## config.mk

```make
export PLATFORM = sky130hd
export DESIGN_NAME = eom_monitor
export DESIGN_NICKNAME = d
export VERILOG_FILES = /design/src/core/eom_pkg.sv /design/src/core/eom_count_if.sv /design/src/core/eom_fifo.sv /design/src/core/eom_point_counter.sv /design/src/core/eom_monitor.sv
export SDC_FILE = /design/constraint.sdc
export NUM_CORES = 1
export LEC_CHECK = 0
export BUFFER_PORTS_ARGS = -buffer_cell sky130_fd_sc_hd__buf_2
export CORE_MARGIN = 3
export CORE_UTILIZATION = 59
export CTS_BUF_LIST = sky130_fd_sc_hd__clkbuf_8
export CTS_CLUSTER_SIZE = 30
export DETAILED_ROUTE_END_ITERATION = 8
export HOLD_SLACK_MARGIN = 0.02
export PLACE_DENSITY_LB_ADDON = 0.3
export SYNTH_ARGS = -nofsm -noshare
export SYNTH_HDL_FRONTEND = slang
export SYNTH_SLANG_ARGS = --single-unit
```

## constraint.sdc

```tcl
create_clock -name clk_in -period 2.6 [get_ports clk_in]
set_input_delay 0.13 -clock clk_in [delete_from_list [all_inputs] [get_ports clk_in]]
set_output_delay 0.13 -clock clk_in [all_outputs]
set_load 0.05 [all_outputs]
```

## src/core/eom_pkg.sv

```systemverilog
package eom_pkg;
	// Register offsets
	localparam logic [7:0] EOM_OFS_POWER_RANGE = 8'h11;
	localparam logic [7:0] EOM_OFS_OVERRIDE = 8'h22;
	localparam logic [7:0] EOM_OFS_SWEEP = 8'h24;
	localparam logic [7:0] EOM_OFS_COUNT_UPPER = 8'h25;
	localparam logic [7:0] EOM_OFS_COUNT_LOWER = 8'h26;
	localparam logic [7:0] EOM_OFS_HORIZONTAL = 8'h27;
	localparam logic [7:0] EOM_OFS_VERTICAL = 8'h28;
	localparam logic [7:0] EOM_OFS_DWELL = 8'h2A;
	localparam logic [7:0] EOM_OFS_LOCK_CTRL = 8'h3E;
	localparam logic [7:0] EOM_OFS_LOCK_THRESH = 8'h6A;
	// Field positions
	localparam int EOM_BIT_RANGE_LO = 6;
	localparam int EOM_BIT_POWER_DOWN = 5;
	localparam int EOM_BIT_MONITOR_OVERRIDE = 7;
	localparam int EOM_BIT_FAST_MODE = 7;
	localparam int EOM_BIT_START = 0;
	localparam int EOM_BIT_LOCK_MON_EN = 7;
	// Reset values
	localparam logic EOM_RST_POWER_DOWN = 1'b1;
	localparam logic EOM_RST_LOCK_MON_EN = 1'b1;
	localparam logic [7:0] EOM_RST_DWELL = 8'h40;
	localparam logic [7:0] EOM_RST_LOCK_THRESH = 8'h44;
	// Grid and timing
	localparam int EOM_GRID_SIDE = 64;
	localparam logic [12:0] EOM_GRID_POINTS = 13'h1000;
	localparam logic [5:0] EOM_VOLT_MID = 6'h20;
	localparam logic [5:0] EOM_LAST_STEP = 6'h3F;
	localparam int EOM_DWELL_SHIFT = 10;
	localparam int EOM_SPAN_STEP_MV = 100;
	localparam int EOM_THRESH_SCALE = 2;
	localparam int EOM_FIFO_DEPTH = 8;
	localparam int EOM_COUNT_W = 16;
	// Sweep engine states
	typedef enum logic [3:0] {
		EOM_ST_IDLE = 4'h1,
		EOM_ST_GRID = 4'h2,
		EOM_ST_HSWEEP = 4'h4,
		EOM_ST_VSWEEP = 4'h8
	} eom_state_t;
endpackage

```

## src/core/eom_count_if.sv

```systemverilog
`timescale 1ns/100ps
interface eom_count_if;
	logic start;
	logic [7:0] dwell;
	logic done;
	logic [15:0] count;
	modport engine (output start, output dwell, input done, input count);
	modport counter (input start, input dwell, output done, output count);
endinterface

```

## src/core/eom_fifo.sv

```systemverilog
`timescale 1ns/100ps
module eom_fifo #(
	parameter int WIDTH = 16,
	parameter int DEPTH = 8
) (
	// Clock and reset
	input wire logic clk_in,
	input wire logic resetn_in,
	// Fill side
	input wire logic in_valid_in,
	output logic in_ready_out,
	input wire logic [WIDTH-1:0] in_data_in,
	// Drain side
	output logic out_valid_out,
	input wire logic out_ready_in,
	output logic [WIDTH-1:0] out_data_out
);
	localparam int AW = $clog2(DEPTH);
	typedef struct packed {
		logic [DEPTH-1:0][WIDTH-1:0] mem;
		logic [AW-1:0] wr;
		logic [AW-1:0] rd;
		logic [AW:0] cnt;
	} eom_fifo_state_t;
	eom_fifo_state_t r;
	eom_fifo_state_t next_r;
	logic push;
	logic pop;
	assign in_ready_out = (r.cnt != (AW+1)'(DEPTH));
	assign out_valid_out = (r.cnt != '0);
	assign out_data_out = r.mem[r.rd];
	assign push = in_valid_in & in_ready_out;
	assign pop = out_valid_out & out_ready_in;
	always_comb begin
		next_r = r;
		if (push) begin
			next_r.mem[r.wr] = in_data_in;
			next_r.wr = r.wr + 1'b1;
		end
		if (pop) begin
			next_r.rd = r.rd + 1'b1;
		end
		next_r.cnt = r.cnt + (AW+1)'(push) - (AW+1)'(pop);
	end
	always_ff @(posedge clk_in or negedge resetn_in) begin
		if (!resetn_in) begin
			r <= '0;
		end else begin
			r <= next_r;
		end
	end
endmodule

```

## src/core/eom_point_counter.sv

```systemverilog
`timescale 1ns/100ps
module eom_point_counter
	import eom_pkg::*;
(
	// Clock and reset
	input wire logic clk_in,
	input wire logic resetn_in,
	// Comparator decisions
	input wire logic sample_valid_in,
	input wire logic primary_bit_in,
	input wire logic offset_bit_in,
	// Engine side
	eom_count_if.counter cif
);
	typedef struct packed {
		logic busy;
		logic done;
		logic [18:0] samples;
		logic [15:0] count;
	} eom_cnt_state_t;
	eom_cnt_state_t r;
	eom_cnt_state_t next_r;
	logic [18:0] target;
	assign target = {(9'(cif.dwell) + 9'h001), 10'h000};
	assign cif.done = r.done;
	assign cif.count = r.count;
	always_comb begin
		next_r = r;
		next_r.done = 1'b0;
		if (cif.start) begin
			next_r.busy = 1'b1;
			next_r.samples = '0;
			next_r.count = '0;
		end else if (r.busy && sample_valid_in) begin
			if ((primary_bit_in != offset_bit_in) && (r.count != 16'hFFFF)) begin
				next_r.count = r.count + 16'h0001;
			end
			next_r.samples = r.samples + 19'h00001;
			if (next_r.samples == target) begin
				next_r.busy = 1'b0;
				next_r.done = 1'b1;
			end
		end
	end
	always_ff @(posedge clk_in or negedge resetn_in) begin
		if (!resetn_in) begin
			r <= '0;
		end else begin
			r <= next_r;
		end
	end
endmodule

```

## src/core/eom_monitor.sv

```systemverilog
`timescale 1ns/100ps
module eom_monitor
	import eom_pkg::*;
#(
	parameter int LOCK_CHECK_CYCLES = 100000
) (
	// Clock and reset
	input wire logic clk_in,
	input wire logic resetn_in,
	// Register port
	input wire logic [7:0] reg_addr_in,
	input wire logic [7:0] reg_wdata_in,
	input wire logic reg_write_in,
	input wire logic reg_read_in,
	output logic [7:0] reg_rdata_out,
	// Comparator decisions
	input wire logic sample_valid_in,
	input wire logic primary_bit_in,
	input wire logic offset_bit_in,
	// Lock state machine side
	input wire logic [1:0] cdr_range_in,
	output logic lock_lost_out,
	// Analog controls
	output logic monitor_power_out,
	output logic [5:0] phase_offset_out,
	output logic [5:0] voltage_offset_out,
	output logic [1:0] voltage_range_out,
	output logic [8:0] voltage_span_mv_out
);
	typedef struct packed {
		eom_state_t state;
		logic [1:0] range_code;
		logic power_down;
		logic monitor_override;
		logic fast;
		logic start;
		logic [7:0] dwell;
		logic lock_en;
		logic [7:0] thresh;
		logic [5:0] phase;
		logic [5:0] volt;
		logic cnt_start;
		logic busy;
		logic have_res;
		logic [15:0] res;
		logic adv_pend;
		logic [12:0] started;
		logic [15:0] hold;
		logic hold_valid;
		logic upper_read;
		logic [12:0] pairs;
		logic [7:0] horizontal_opening;
		logic [7:0] vertical_opening;
		logic [5:0] h_first;
		logic [5:0] h_last;
		logic h_seen;
		logic [6:0] open_cnt;
		logic [31:0] timer;
		logic lock_lost;
		logic power;
		logic [1:0] range_out;
		logic [8:0] span;
		logic [7:0] rdata;
	} eom_top_state_t;

	eom_top_state_t r;
	eom_top_state_t next_r;
	eom_count_if cif ();
	logic fifo_in_ready;
	logic fifo_out_valid;
	logic [15:0] fifo_out_data;
	logic start_req;
	logic pair_done;
	logic upper_begin;
	logic [6:0] centre_sum;
	logic [3:0] h_thresh;
	logic [3:0] v_thresh;

	assign cif.start = r.cnt_start;
	assign cif.dwell = r.dwell;
	assign h_thresh = r.thresh[7:4];
	assign v_thresh = r.thresh[3:0];
	assign centre_sum = 7'(r.h_first) + 7'(r.h_last);

	eom_point_counter u_counter (
		.clk_in(clk_in),
		.resetn_in(resetn_in),
		.sample_valid_in(sample_valid_in),
		.primary_bit_in(primary_bit_in),
		.offset_bit_in(offset_bit_in),
		.cif(cif)
	);

	eom_fifo #(
		.WIDTH(EOM_COUNT_W),
		.DEPTH(EOM_FIFO_DEPTH)
	) u_fifo (
		.clk_in(clk_in),
		.resetn_in(resetn_in),
		.in_valid_in(r.have_res && (r.state == EOM_ST_GRID)),
		.in_ready_out(fifo_in_ready),
		.in_data_in(r.res),
		.out_valid_out(fifo_out_valid),
		.out_ready_in(!r.hold_valid),
		.out_data_out(fifo_out_data)
	);

	always_comb begin
		next_r = r;
		next_r.cnt_start = 1'b0;
		next_r.lock_lost = 1'b0;
		start_req = 1'b0;
		pair_done = 1'b0;
		upper_begin = 1'b0;
		// Register writes
		if (reg_write_in) begin
			unique case (reg_addr_in)
				EOM_OFS_POWER_RANGE: begin
					next_r.range_code = reg_wdata_in[EOM_BIT_RANGE_LO+1:EOM_BIT_RANGE_LO];
					next_r.power_down = reg_wdata_in[EOM_BIT_POWER_DOWN];
				end
				EOM_OFS_OVERRIDE: begin
					next_r.monitor_override = reg_wdata_in[EOM_BIT_MONITOR_OVERRIDE];
				end
				EOM_OFS_SWEEP: begin
					next_r.fast = reg_wdata_in[EOM_BIT_FAST_MODE];
					start_req = reg_wdata_in[EOM_BIT_START] && reg_wdata_in[EOM_BIT_FAST_MODE];
				end
				EOM_OFS_DWELL: begin
					next_r.dwell = reg_wdata_in;
				end
				EOM_OFS_LOCK_CTRL: begin
					next_r.lock_en = reg_wdata_in[EOM_BIT_LOCK_MON_EN];
				end
				EOM_OFS_LOCK_THRESH: begin
					next_r.thresh = reg_wdata_in;
				end
				default: begin
				end
			endcase
		end
		// Register reads and their side effects
		if (reg_read_in) begin
			unique case (reg_addr_in)
				EOM_OFS_POWER_RANGE: begin
					next_r.rdata = {r.range_code, r.power_down, 5'h00};
				end
				EOM_OFS_OVERRIDE: begin
					next_r.rdata = {r.monitor_override, 7'h00};
				end
				EOM_OFS_SWEEP: begin
					next_r.rdata = {r.fast, 6'h00, r.start};
				end
				EOM_OFS_COUNT_UPPER: begin
					if (!r.upper_read) begin
						next_r.rdata = r.hold[15:8];
						upper_begin = 1'b1;
					end else begin
						next_r.rdata = r.hold[7:0];
						pair_done = 1'b1;
					end
				end
				EOM_OFS_COUNT_LOWER: begin
					next_r.rdata = r.hold[7:0];
					pair_done = r.upper_read;
				end
				EOM_OFS_HORIZONTAL: begin
					next_r.rdata = r.horizontal_opening;
				end
				EOM_OFS_VERTICAL: begin
					next_r.rdata = r.vertical_opening;
				end
				EOM_OFS_DWELL: begin
					next_r.rdata = r.dwell;
				end
				EOM_OFS_LOCK_CTRL: begin
					next_r.rdata = {r.lock_en, 7'h00};
				end
				EOM_OFS_LOCK_THRESH: begin
					next_r.rdata = r.thresh;
				end
				default: begin
					next_r.rdata = 8'h00;
				end
			endcase
		end
		// Result holding pair
		if (upper_begin) begin
			next_r.upper_read = 1'b1;
			if ((r.state == EOM_ST_GRID) && (r.started != EOM_GRID_POINTS)) begin
				next_r.adv_pend = 1'b1;
			end
		end
		if (pair_done) begin
			next_r.upper_read = 1'b0;
			next_r.hold_valid = 1'b0;
			if (r.state == EOM_ST_GRID) begin
				next_r.pairs = r.pairs + 13'h0001;
			end
		end else if (!r.hold_valid && fifo_out_valid) begin
			next_r.hold = fifo_out_data;
			next_r.hold_valid = 1'b1;
		end
		// Periodic lock check timer
		if (r.lock_en && (r.state == EOM_ST_IDLE)) begin
			if (r.timer == 32'(LOCK_CHECK_CYCLES - 1)) begin
				next_r.timer = '0;
			end else begin
				next_r.timer = r.timer + 32'h00000001;
			end
		end else begin
			next_r.timer = '0;
		end
		// Sweep engine
		unique case (r.state)
			EOM_ST_IDLE: begin
				if (r.lock_en && (r.timer == 32'(LOCK_CHECK_CYCLES - 1))) begin
					next_r.state = EOM_ST_HSWEEP;
					next_r.phase = '0;
					next_r.volt = EOM_VOLT_MID;
					next_r.open_cnt = '0;
					next_r.h_seen = 1'b0;
					next_r.h_first = '0;
					next_r.h_last = '0;
					next_r.cnt_start = 1'b1;
				end
			end
			EOM_ST_GRID: begin
				if (cif.done) begin
					next_r.busy = 1'b0;
					next_r.have_res = 1'b1;
					next_r.res = cif.count;
				end
				if (r.have_res && fifo_in_ready) begin
					next_r.have_res = cif.done;
				end
				if (r.adv_pend && !r.busy && !r.have_res && !r.cnt_start) begin
					{next_r.phase, next_r.volt} = {r.phase, r.volt} + 12'h001;
					next_r.started = r.started + 13'h0001;
					next_r.cnt_start = 1'b1;
					next_r.busy = 1'b1;
					next_r.adv_pend = 1'b0;
				end
				if (next_r.pairs == EOM_GRID_POINTS) begin
					next_r.start = 1'b0;
					next_r.state = EOM_ST_IDLE;
				end
			end
			EOM_ST_HSWEEP: begin
				if (cif.done) begin
					if (cif.count == 16'h0000) begin
						next_r.open_cnt = r.open_cnt + 7'h01;
						next_r.h_last = r.phase;
						if (!r.h_seen) begin
							next_r.h_first = r.phase;
							next_r.h_seen = 1'b1;
						end
					end
					if (r.phase == EOM_LAST_STEP) begin
						next_r.horizontal_opening = 8'(next_r.open_cnt);
						next_r.phase = centre_sum[6:1];
						if (cif.count == 16'h0000) begin
							next_r.phase = 6'((7'(r.h_seen ? r.h_first : r.phase) + 7'(r.phase)) >> 1);
						end
						next_r.volt = '0;
						next_r.open_cnt = '0;
						next_r.state = EOM_ST_VSWEEP;
					end else begin
						next_r.phase = r.phase + 6'h01;
					end
					next_r.cnt_start = 1'b1;
				end
			end
			EOM_ST_VSWEEP: begin
				if (cif.done) begin
					if (cif.count == 16'h0000) begin
						next_r.open_cnt = r.open_cnt + 7'h01;
					end
					if (r.volt == EOM_LAST_STEP) begin
						next_r.vertical_opening = 8'(next_r.open_cnt);
						next_r.state = EOM_ST_IDLE;
						if (({1'b0, next_r.open_cnt} < ({4'h0, v_thresh} << EOM_THRESH_SCALE)) ||
							(r.horizontal_opening < ({4'h0, h_thresh} << EOM_THRESH_SCALE))) begin
							next_r.lock_lost = r.lock_en;
						end
					end else begin
						next_r.volt = r.volt + 6'h01;
						next_r.cnt_start = 1'b1;
					end
				end
			end
			default: begin
				next_r.state = EOM_ST_IDLE;
			end
		endcase
		// Full sweep start takes over from any other activity
		if (start_req && !r.power_down && !r.monitor_override && (r.state != EOM_ST_GRID)) begin
			next_r.state = EOM_ST_GRID;
			next_r.start = 1'b1;
			next_r.phase = '0;
			next_r.volt = '0;
			next_r.started = 13'h0001;
			next_r.pairs = '0;
			next_r.adv_pend = 1'b0;
			next_r.have_res = 1'b0;
			next_r.busy = 1'b1;
			next_r.cnt_start = 1'b1;
			next_r.hold_valid = 1'b0;
			next_r.upper_read = 1'b0;
		end
		// Power and range outputs
		next_r.power = !next_r.power_down || (next_r.state != EOM_ST_IDLE);
		next_r.range_out = next_r.power_down ? cdr_range_in : next_r.range_code;
		next_r.span = 9'(EOM_SPAN_STEP_MV * (32'(next_r.range_out) + 1));
	end

	always_ff @(posedge clk_in or negedge resetn_in) begin
		if (!resetn_in) begin
			r <= '0;
			r.state <= EOM_ST_IDLE;
			r.power_down <= EOM_RST_POWER_DOWN;
			r.lock_en <= EOM_RST_LOCK_MON_EN;
			r.dwell <= EOM_RST_DWELL;
			r.thresh <= EOM_RST_LOCK_THRESH;
			r.span <= 9'(EOM_SPAN_STEP_MV);
		end else begin
			r <= next_r;
		end
	end

	assign reg_rdata_out = r.rdata;
	assign lock_lost_out = r.lock_lost;
	assign monitor_power_out = r.power;
	assign phase_offset_out = r.phase;
	assign voltage_offset_out = r.volt;
	assign voltage_range_out = r.range_out;
	assign voltage_span_mv_out = r.span;
endmodule

```

==> metrics.cfg, run 1 <==
[run_status]
outcome=completed

[setup_path]
cp-startpoint=r[33]
arrival_ns=3.09
cpPeakStageDelay_ns=0.50
path_cells=buf_6, or4_1, or4_4, nor3_4, and3_4, nor2_4, nor4_4, buf_4, a22o_1
cp_top_family=simple AND/OR/NAND/NOR gates
r2r_setup_slack_ns=0.06
r2r.worst_path.cells=9
cp-start-kind=register
r2r_start=r[33]
end_kind=register
cp_num_buf_inv=2
reg2reg_to=r[67]
required_ns=3.15
crit_path_top_delay_cell=or4_4
path_class=register to register
critPathMaxFanout=6

[finish]
fillers=2161
diodes=0
final_nets=1946
fin_area_um2=21590
drive_gt1_share_pct=27.34
synthToLayoutAreaGrowth_pct=15.33

[grt]
grt_antenna_before_repair=0
grt_pass1_wl_mm=75.29
grt_overflow=0
grt_max_degree=72
track_usage_pct=27.45
grt_pass1_vias=14689

[sta]
worst-slew-pin-transition_ns=0.6602
final.setup.worst_slack_ns=0.05927
slew_viol_final=0
max_slew_margin_pct=55.58
period_share_pct=97.72
hold_viol=0
setup_viol=0
fin_skew_ns=0.04536
holdWs_ns=0.07101
finalCriticalPeriod_ns=2.541
fmax_ghz=0.3936

[die]
initial_utilization_pct=60.55
num_rows=64
die_h_um=184.1
fp.dieW_um=184.1
dieArea_um2=33900
pin_count=58
core-area_um2=30910

[routing]
viasPerCell=6.117
drtIter0Drc=925
vias=14192
drc=0
ant_nets=0
dr.pass1.iters=6
wl_mm=45.81
wl_per_cell_um=19.74

[synthesis]
avgSynthCellArea_um2=10.83
ys.flop_type=dfrtp_1
synth_top_cell_by_area=dfrtp_1
syn_inst=1728
ys_seq_elements=361
synthTopCellsByArea=dfrtp_1 (47%), mux2_2 (10%), mux4_2 (3.9%)
synthesis.area_um2=18720
yosysSeqAreaShare_pct=48.32
synth.top_cell.area_share_pct=47.20
yosysUniqueCellTypes=87
synth_async_sr_flop_share_pct=100.0
synth_edf_count=0
ys_warn_count=0

[min_path]
hold_path_depth=6
hold_path_class=input port to register
hold_end=u_counter.cif.count[8]
hold_start=primary_bit_in

[clock_tree]
root_buffer=clkbuf_8
cts_tree=yes
numCtsBuffers=58
htree_levels=2
cts_buffer_depth=3
insertion_delay_ns=0.65
clock-sinks=361
clk_pin_slew_ns=0.06

[placement]
port-buffer-count=55
hpwl_mm=30.66
post-place-ws_ns=-0.04519
routabilityCongestion=0.9176
dpl_cell_area_um2=19980

[power]
p_per_area_nw_per_um2=541.7
netSwitchingFraction_pct=26.20
p_int_mw=8.630
seq_power_share_pct=50.3
switchingPower_mw=3.064
ir_worst_vdd_uv=576.2
pwr-share-clk_pct=41.2
p_comb_share_pct=8.5
leakage_nw=9.959

[run]
maxCapViolations=0

## worst max path at each step
stage / to / slack [ns] / cells after the start
after floorplan: phase_offset_out[3] / 0.03 / 9
after global placement: phase_offset_out[5] / 0.03 / 8
after detailed placement: lock_lost_out / -0.05 / 12
after CTS: r[67] / -0.003 / 9
after global routing: lock_lost_out / -0.06 / 10
final: r[67] / 0.06 / 9
## cell usage in the layout, fill, tap and decap left out, types with 31 or more instances in the layout
cell type  Yosys  layout
dfrtp_1      353     352
nand2_1      169     168
mux2_2       166     166
nor2_1       146     143
buf_4         35     109
o21ai_0       91      87
inv_1         51      74
clkbuf_8       0      68
xor2_1        56      55
xnor2_1       54      54
buf_2          8      54
nand3_1       52      52
a21oi_1       44      43
ha_1          38      36
nand4_1       35      35
mux4_2        32      32
and3_1        32      31
## layer usage
layer	vias to the layer above	GRT usage (%)	share of wire, %
li1	6469	-	-
met1	7061	36.07	40
met2	543	46.27	50
met3	119	4.460	6.0
met4	0	10.52	3.1
met5	-	0	0
## cell families (layout without fill, tap and decap cells)
kind of cell	count (synthesis)	in the layout	synth area share, %
other	1	2	0.02004
AND/OR/NAND/NOR	588	588	16.10
flip-flops	361	361	48.32
multiplexers	222	222	15.12
buffers and inverters	159	354	3.984
adder cells (fa/ha/maj)	41	41	2.861
XOR/XNOR	110	110	5.147
AO/OA/AOI/OAI	246	246	8.443
## layout make-up
cell class,instances,area [um^2],share of cell area [%]
clock buffer,68,935.9,4.336
clock inverter,36,217.7,1.009
inverter,52,195.2,0.9042
multi-input combinational,1209,9109,42.20
sequential,361,9045,41.90
tap,396,495.5,2.295
timing repair buffer,198,1588,7.356
## timing repair
item | in CTS | in global routing
endpoints found under the hold margin | 389 | 0
pin swaps | 8 | 16
cloned | 0 | 0
buffers inserted | 3 | 11
endpoints found under the setup margin | 8 | 31
hold buffers | 17 | 0
resized for setup | 10 | 30
## synthesized netlist by cell type (15+ instances only)
cell type  instances
and3_1            32
mux4_2            32
mux2_2           166
nand2_1          169
o21ai_0           91
ha_1              38
nor2_1           146
buf_4             35
and2_1            15
a31oi_1           16
a21oi_1           44
nand3_1           52
clkbuf_1          57
xnor2_1           54
nor4_1            16
inv_1             51
xor2_1            56
nor3_1            23
dfrtp_1          353
mux2i_1           24
nand4_1           35
## worst register-to-register path: stages (launching register included)
cell and delay (ns):
dfrtp_1 0.39, buf_6 0.13, or4_1 0.46, or4_4 0.50
nor3_4 0.15, and3_4 0.22, nor2_4 0.04, nor4_4 0.26
buf_4 0.18, a22o_1 0.14
## registers in the layout (all words and copies together), names as in the netlist
| signal | cells |
|---|---|
| cif.dwell | 8 |
| cif.start | 1 |
| h_thresh | 4 |
| lock_lost_out | 1 |
| monitor_power_out | 1 |
| phase_offset_out | 6 |
| r | 144 |
| reg_rdata_out | 8 |
| u_counter.cif.count | 16 |
| u_counter.cif.done | 1 |
| u_counter.r | 20 |
| u_fifo.r | 138 |
| voltage_offset_out | 6 |
| voltage_range_out | 1 |
| voltage_span_mv_out | 6 |
## power groups by stage
stage / registers, mW / clock network, mW / logic (mW)
after floorplan: 5.96 / 0 / 0.520
after global placement: 5.96 / 0 / 0.905
after detailed placement: 5.97 / 0 / 0.932
after CTS: 5.87 / 4.93 / 0.961
after global routing: 5.90 / 5.17 / 1.09
final: 5.88 / 4.82 / 0.993
## through the flow
step	total power, mW	instances	setup TNS [ns]	util (%)
6_report	11.69	2320	0	69.83
5_1_grt	12.16	2320	-0.07160	69.83
4_1_cts	11.77	2310	-0.002841	69.14
3_5_place_dp	6.902	2186	-0.05668	64.63
3_3_place_gp	6.868	2186	0	64.63
2_1_floorplan	6.476	1729	0	-
Power figures use the tool's default switching activity.
==> run 2, diff against run 1 <==
Settings changed: SYNTH_HIERARCHICAL set to 1.
==> run 2 against run 1 <==
Effect of this change:
- synthesized cell count shrank 1.7%
- worst setup slack gained 0.0023 ns
- critical path type unchanged
- area after synthesis grew 1.1%
- highest routed layer is now met5
- largest power group unchanged
- cell count shrank 3.2%
- critical endpoint is now monitor_power_out
- core utilization shrank 1.6 points
- combinational power grew 44%
- sequential share of layout area grew 0.73 points
==> metrics.cfg, run 2 <==
[run_status]
outcome=completed

[finish]
fin_area_um2=21220
final_cell_mix=dfrtp_1 (352), mux2_2 (195), nand2_1 (132)
largest_reg_flops=144
regMostFlops=r
final_common_cell=dfrtp_1
utilization_pct=68.28
synthToLayoutAreaGrowth_pct=12.11
final_nets=1871
diodes=0
top_regs=r x144, u_fifo/r x138, u_counter/r x20
stdcell_count=2246
drive_gt1_share_pct=28.11

[power]
switchingPower_mw=3.348
ir_worst_vdd_uv=398.2
p_comb_share_pct=11.8
seq_power_share_pct=48.9
leakage_nw=10.06
netSwitchingFraction_pct=27.51
p_per_area_nw_per_um2=573.7
pwr-share-clk_pct=39.3
p_int_mw=8.823

[die]
initial_utilization_pct=60.91
dieArea_um2=34260
core-area_um2=31070
num_rows=64
fp.dieW_um=185.1
die_h_um=185.1
pin_count=58

[synthesis]
synth_top_cell_by_area=dfrtp_1
yosysSeqAreaShare_pct=47.79
yosysMostFrequentCell=dfrtp_1
ys.flop_type=dfrtp_1
synthTopCellsByArea=dfrtp_1 (47%), mux2_2 (12%), mux4_2 (3.8%)
avgSynthCellArea_um2=11.14
synth_edf_count=0
ys_seq_elements=361
synth.top_cell.area_share_pct=46.68
synthesis.area_um2=18920
syn_inst=1699
synth_commonest_cells=dfrtp_1 (353), mux2_2 (195), nand2_1 (133), nor2_1 (114), o21ai_0 (77)
yosysUniqueCellTypes=92
ys_warn_count=6
synth_async_sr_flop_share_pct=100.0

[setup_path]
cp-start-kind=register
end_kind=register
path_class=register to register
required_ns=3.10
critPathMaxFanout=3
arrival_ns=3.04

[grt]
grt_max_degree=88
track_usage_pct=26.46
grt_overflow=0
grt_pass1_wl_mm=72.89
grt_antenna_before_repair=0
grt_pass1_vias=14304

[routing]
ant_nets=0
drtIter0Drc=1202
drc=0
wl_per_cell_um=19.92
vias=13822
dr.pass1.iters=8
viasPerCell=6.154
wl_mm=44.74

[sta]
setup_viol=0
hold_viol=0
fin_skew_ns=0.03327
rsz0062_at_grt=true
max_slew_margin_pct=59.17
fmax_ghz=0.3939
finalCriticalPeriod_ns=2.538
worst-slew-pin-transition_ns=0.6125
slew_viol_final=0
period_share_pct=97.63

[placement]
dpl_cell_area_um2=19800
dp_cells=2121
port-buffer-count=55
routabilityCongestion=0.9613
hpwl_mm=30.83

[clock_tree]
insertion_delay_ns=0.65
root_buffer=clkbuf_8
clock-sinks=361
numCtsBuffers=59
clk_pin_slew_ns=0.06
cts_tree=yes
cts_buffer_depth=3
htree_levels=2

[min_path]
hold_path_class=input port to register

[run]
maxCapViolations=0

[run 2: changes by cell type after synthesis, sizes merged, moves of 6 or more]
cell / before / now
o21ai: 95 / 83
nor2: 147 / 115
mux2: 166 / 205
xnor2: 54 / 43
mux2i: 24 / 8
nand2: 170 / 133
nand3: 53 / 68
or3: 12 / 23
a41oi: 0 / 6
nor3: 26 / 20
buf: 50 / 70
[run 2: final cells by class]
class	instances	area [um^2]
Tap cell	396	495.5
Clock buffer	71	977.2
Inverter	51	193.9
Sequential cell	361	9045
Timing Repair Buffer	171	1296
Clock inverter	34	165.2
Multi-Input combinational cell	1162	9042
Fill cell	2257	9854
[run 2: final timing paths]
path	from	end	slack (ns)	cells after the start
worst max-delay path	r[190]	monitor_power_out	0.06	7
worst min-delay path	reg_addr_in[5]	r[173]	0.09	5
worst max register to register	r[190]	monitor_power_out	0.06	7
worst min register to register	r[151]	r[151]	0.48	2
max in group asynchronous	resetn_in	voltage_span_mv_out[5]	1.44	4
min in group asynchronous	resetn_in	u_fifo/r[96]	0.47	3
[run 2: what timing repair did]
action	4_1_cts	5_1_grt
setup endpoints to repair	1	5
pin swaps	0	4
hold buffers	17	0
resized for setup	1	12
buffers inserted	0	3
hold endpoints to repair	394	0
[run 2: worst max-delay path, cell delays in order (launching register included)]
cell	delay, ns
dfrtp_1	0.40
or4b_4	0.54
or3_4	0.41
nor3_4	0.25
nand3_2	0.12
o21ai_2	0.16
nand4_2	0.12
a2111o_1	0.39
[run 2: routing by layer]
metal	vias up	track usage, %	share of wire [%]
met5	-	0.8571	0.085
met1	7003	35.56	43
li1	6310	-	-
met2	425	43.40	48
met3	82	6.127	6.6
met4	2	7.653	2.0
[run 2: cell families after synthesis]
family,after synthesis,share of synthesized area [%]
AOI/OAI and AO/OA,244,8.311
other,1,0.01982
xor gates and xnor gates,103,4.840
DFF,361,47.79
buffers and inverters,177,4.912
and+or+nand+nor,528,14.74
muxes,245,16.63
adders and majority gates,40,2.764
[run 2: per-stage QoR]
| step | setup TNS [ns] | power, mW | hold slack, ns | setup WS, ns |
|---|---|---|---|---|
| after global placement | 0 | 7.345 | 0.06768 | 0.1382 |
| after detailed placement | 0 | 7.399 | 0.06948 | 0.05526 |
| final | 0 | 12.17 | 0.08713 | 0.06156 |
| after global routing | -0.08678 | 12.73 | 0.08319 | -0.07854 |
| after floorplan | 0 | 6.930 | -0.1656 | 0.01657 |
| after CTS | 0 | 12.26 | 0.04301 | 0.02611 |
[run 2: power groups by stage]
stage / registers [mW] / logic, mW / clock network, mW
3_5_place_dp: 6.04 / 1.36 / 0
6_report: 5.95 / 1.43 / 4.79
4_1_cts: 5.94 / 1.40 / 4.92
5_1_grt: 5.97 / 1.57 / 5.19
3_3_place_gp: 6.03 / 1.31 / 0
2_1_floorplan: 6.01 / 0.923 / 0
==> run 3, diff against run 2 <==
Settings changed: CORE_ASPECT_RATIO set to 0.6.
==> run 3 against run 2 <==
Effect of this change:
- global-route usage grew 1.4 points
- power up 1.3%
- combinational power barely moved
- core utilization decreased by 0.45 points
- clock skew down 0.010 ns
- highest routed layer is now met4
==> metrics.cfg, run 3 (synthesis results as in run 2) <==
[run_status]
outcome=completed

[power]
ir_worst_vdd_uv=644.7
seq_power_share_pct=48.2
p_per_area_nw_per_um2=578.8
total_power_mw=12.33
netSwitchingFraction_pct=26.88
leakage_nw=10.05
switchingPower_mw=3.315
p_int_mw=9.017
p_comb_share_pct=11.5
pwr-share-clk_pct=40.3

[setup_path]
path_class=register to register
critPathMaxFanout=3
r2r_setup_slack_ns=0.04
cp-start-kind=register
required_ns=3.10
end_kind=register
arrival_ns=3.05

[sta]
fin_skew_ns=0.02330
worst-slew-pin-transition_ns=0.6930
slew_viol_final=0
final.setup.worst_slack_ns=0.04371
period_share_pct=98.32
fmax_ghz=0.3912
finalCriticalPeriod_ns=2.556
max_slew_margin_pct=53.70
holdWs_ns=0.08027
setup_viol=0
rsz0062_at_grt=true
hold_viol=0

[placement]
port-buffer-count=55
routabilityCongestion=0.9660
hpwl_mm=33.01
post-place-ws_ns=0.007524

[grt]
grt_overflow=0
grt_pass1_vias=13325
track_usage_pct=27.86
grt_pass1_wl_mm=75.65
grt_antenna_before_repair=0
grt_max_degree=81

[clock_tree]
cts_tree=yes
root_buffer=clkbuf_8
cts_buffer_depth=3
clk_pin_slew_ns=0.07
numCtsBuffers=52
clock-sinks=361
insertion_delay_ns=0.62
htree_levels=2

[die]
core-area_um2=31410
pin_count=58
initial_utilization_pct=60.26
fp.dieW_um=237.2
num_rows=50
die_h_um=144.7
dieArea_um2=34330

[finish]
seq_area_um2=9045
utilization_pct=67.84
multiInputGateArea_um2=9024
final_cell_mix=dfrtp_1 (352), mux2_2 (195), nand2_1 (132)
final_common_cell=dfrtp_1
largest_reg_flops=144
fillers=2347
top_regs=r x144, u_fifo/r x138, u_counter/r x20
final_nets=1875
drive_gt1_share_pct=28.71
synthToLayoutAreaGrowth_pct=12.58
regMostFlops=r

[routing]
drtIter0Drc=1468
wl_per_cell_um=21.02
vias=13819
dr.pass1.iters=6
ant_nets=0
drc=0
viasPerCell=6.106
wl_mm=47.57

[run]
maxCapViolations=0

[min_path]
hold_path_class=input port to register

## run 3: cell count changes in the layout (fill, tap and decap cells not counted), sizes merged
cell      previous run  this run
clkinv               4         5
clkinvlp             0         1
clkbuf              71        66
bufinv               0         4
buf                155       166
inv                 81        65
diode                0         1
## run 3: area by class of cell
class / instances / area share [%]
inverter: 51 / 0.9103
clock inverter: 24 / 1.087
clock buffer: 66 / 4.264
multi-input combinational: 1162 / 42.36
antenna: 1 / 0.01175
timing repair buffer: 182 / 6.472
sequential: 361 / 42.46
tap: 416 / 2.443
## run 3: power groups by stage
stage                     logic, mW  clock network, mW  registers (mW)
final                          1.41               4.98            5.94
after global routing           1.57               5.28            5.96
after CTS                      1.39               5.06            5.93
after detailed placement       1.36                  0            6.03
after global placement         1.32                  0            6.02
after floorplan               0.923                  0            6.01
## run 3: worst max-delay path: stages, from the launching register on
cell,delay [ns]
dfrtp_1,0.41
or4b_4,0.60
or3_4,0.36
nor3_4,0.25
nand3_2,0.11
o21ai_2,0.16
nand4_2,0.14
a2111o_1,0.40
## run 3: what timing repair did
action | CTS | global route
setup buffers | 0 | 3
pin swaps | 0 | 8
endpoints found under the setup margin | 1 | 7
resized for setup | 1 | 14
hold buffers | 16 | 0
endpoints found under the hold margin | 182 | 0
## run 3: metal layers
layer | share of wire [%] | track usage [%] | wire length (um) | up-vias
met4 | 1.4 | 5.243 | 677 | 0
met2 | 42 | 39.54 | 19940 | 539
met1 | 48 | 44.31 | 22860 | 6901
li1 | - | - | - | 6310
met5 | 0 | 0 | 0 | -
met3 | 8.6 | 6.004 | 4085 | 69
## run 3: path summary, 6_finish.rpt
| path | to | start | cells after the start |
|---|---|---|---|
| max reg2reg | monitor_power_out | r[190] | 7 |
| min reg2reg | r[21] | r[21] | 1 |
| max in group asynchronous | voltage_span_mv_out[6] | resetn_in | 3 |
| min in group asynchronous | u_fifo/r[55] | resetn_in | 2 |
| min | r[173] | reg_addr_in[4] | 5 |
| max | monitor_power_out | r[190] | 7 |
## run 3: stage by stage
step / setup TNS (ns) / instance area [um^2] / std cells
floorplan: 0 / 18930 / 1700
global placement: 0 / 19920 / 2153
detailed placement: 0 / 19920 / 2153
CTS: 0 / 21220 / 2259
global route: -0.1719 / 21300 / 2262
finish: 0 / 21300 / 2263
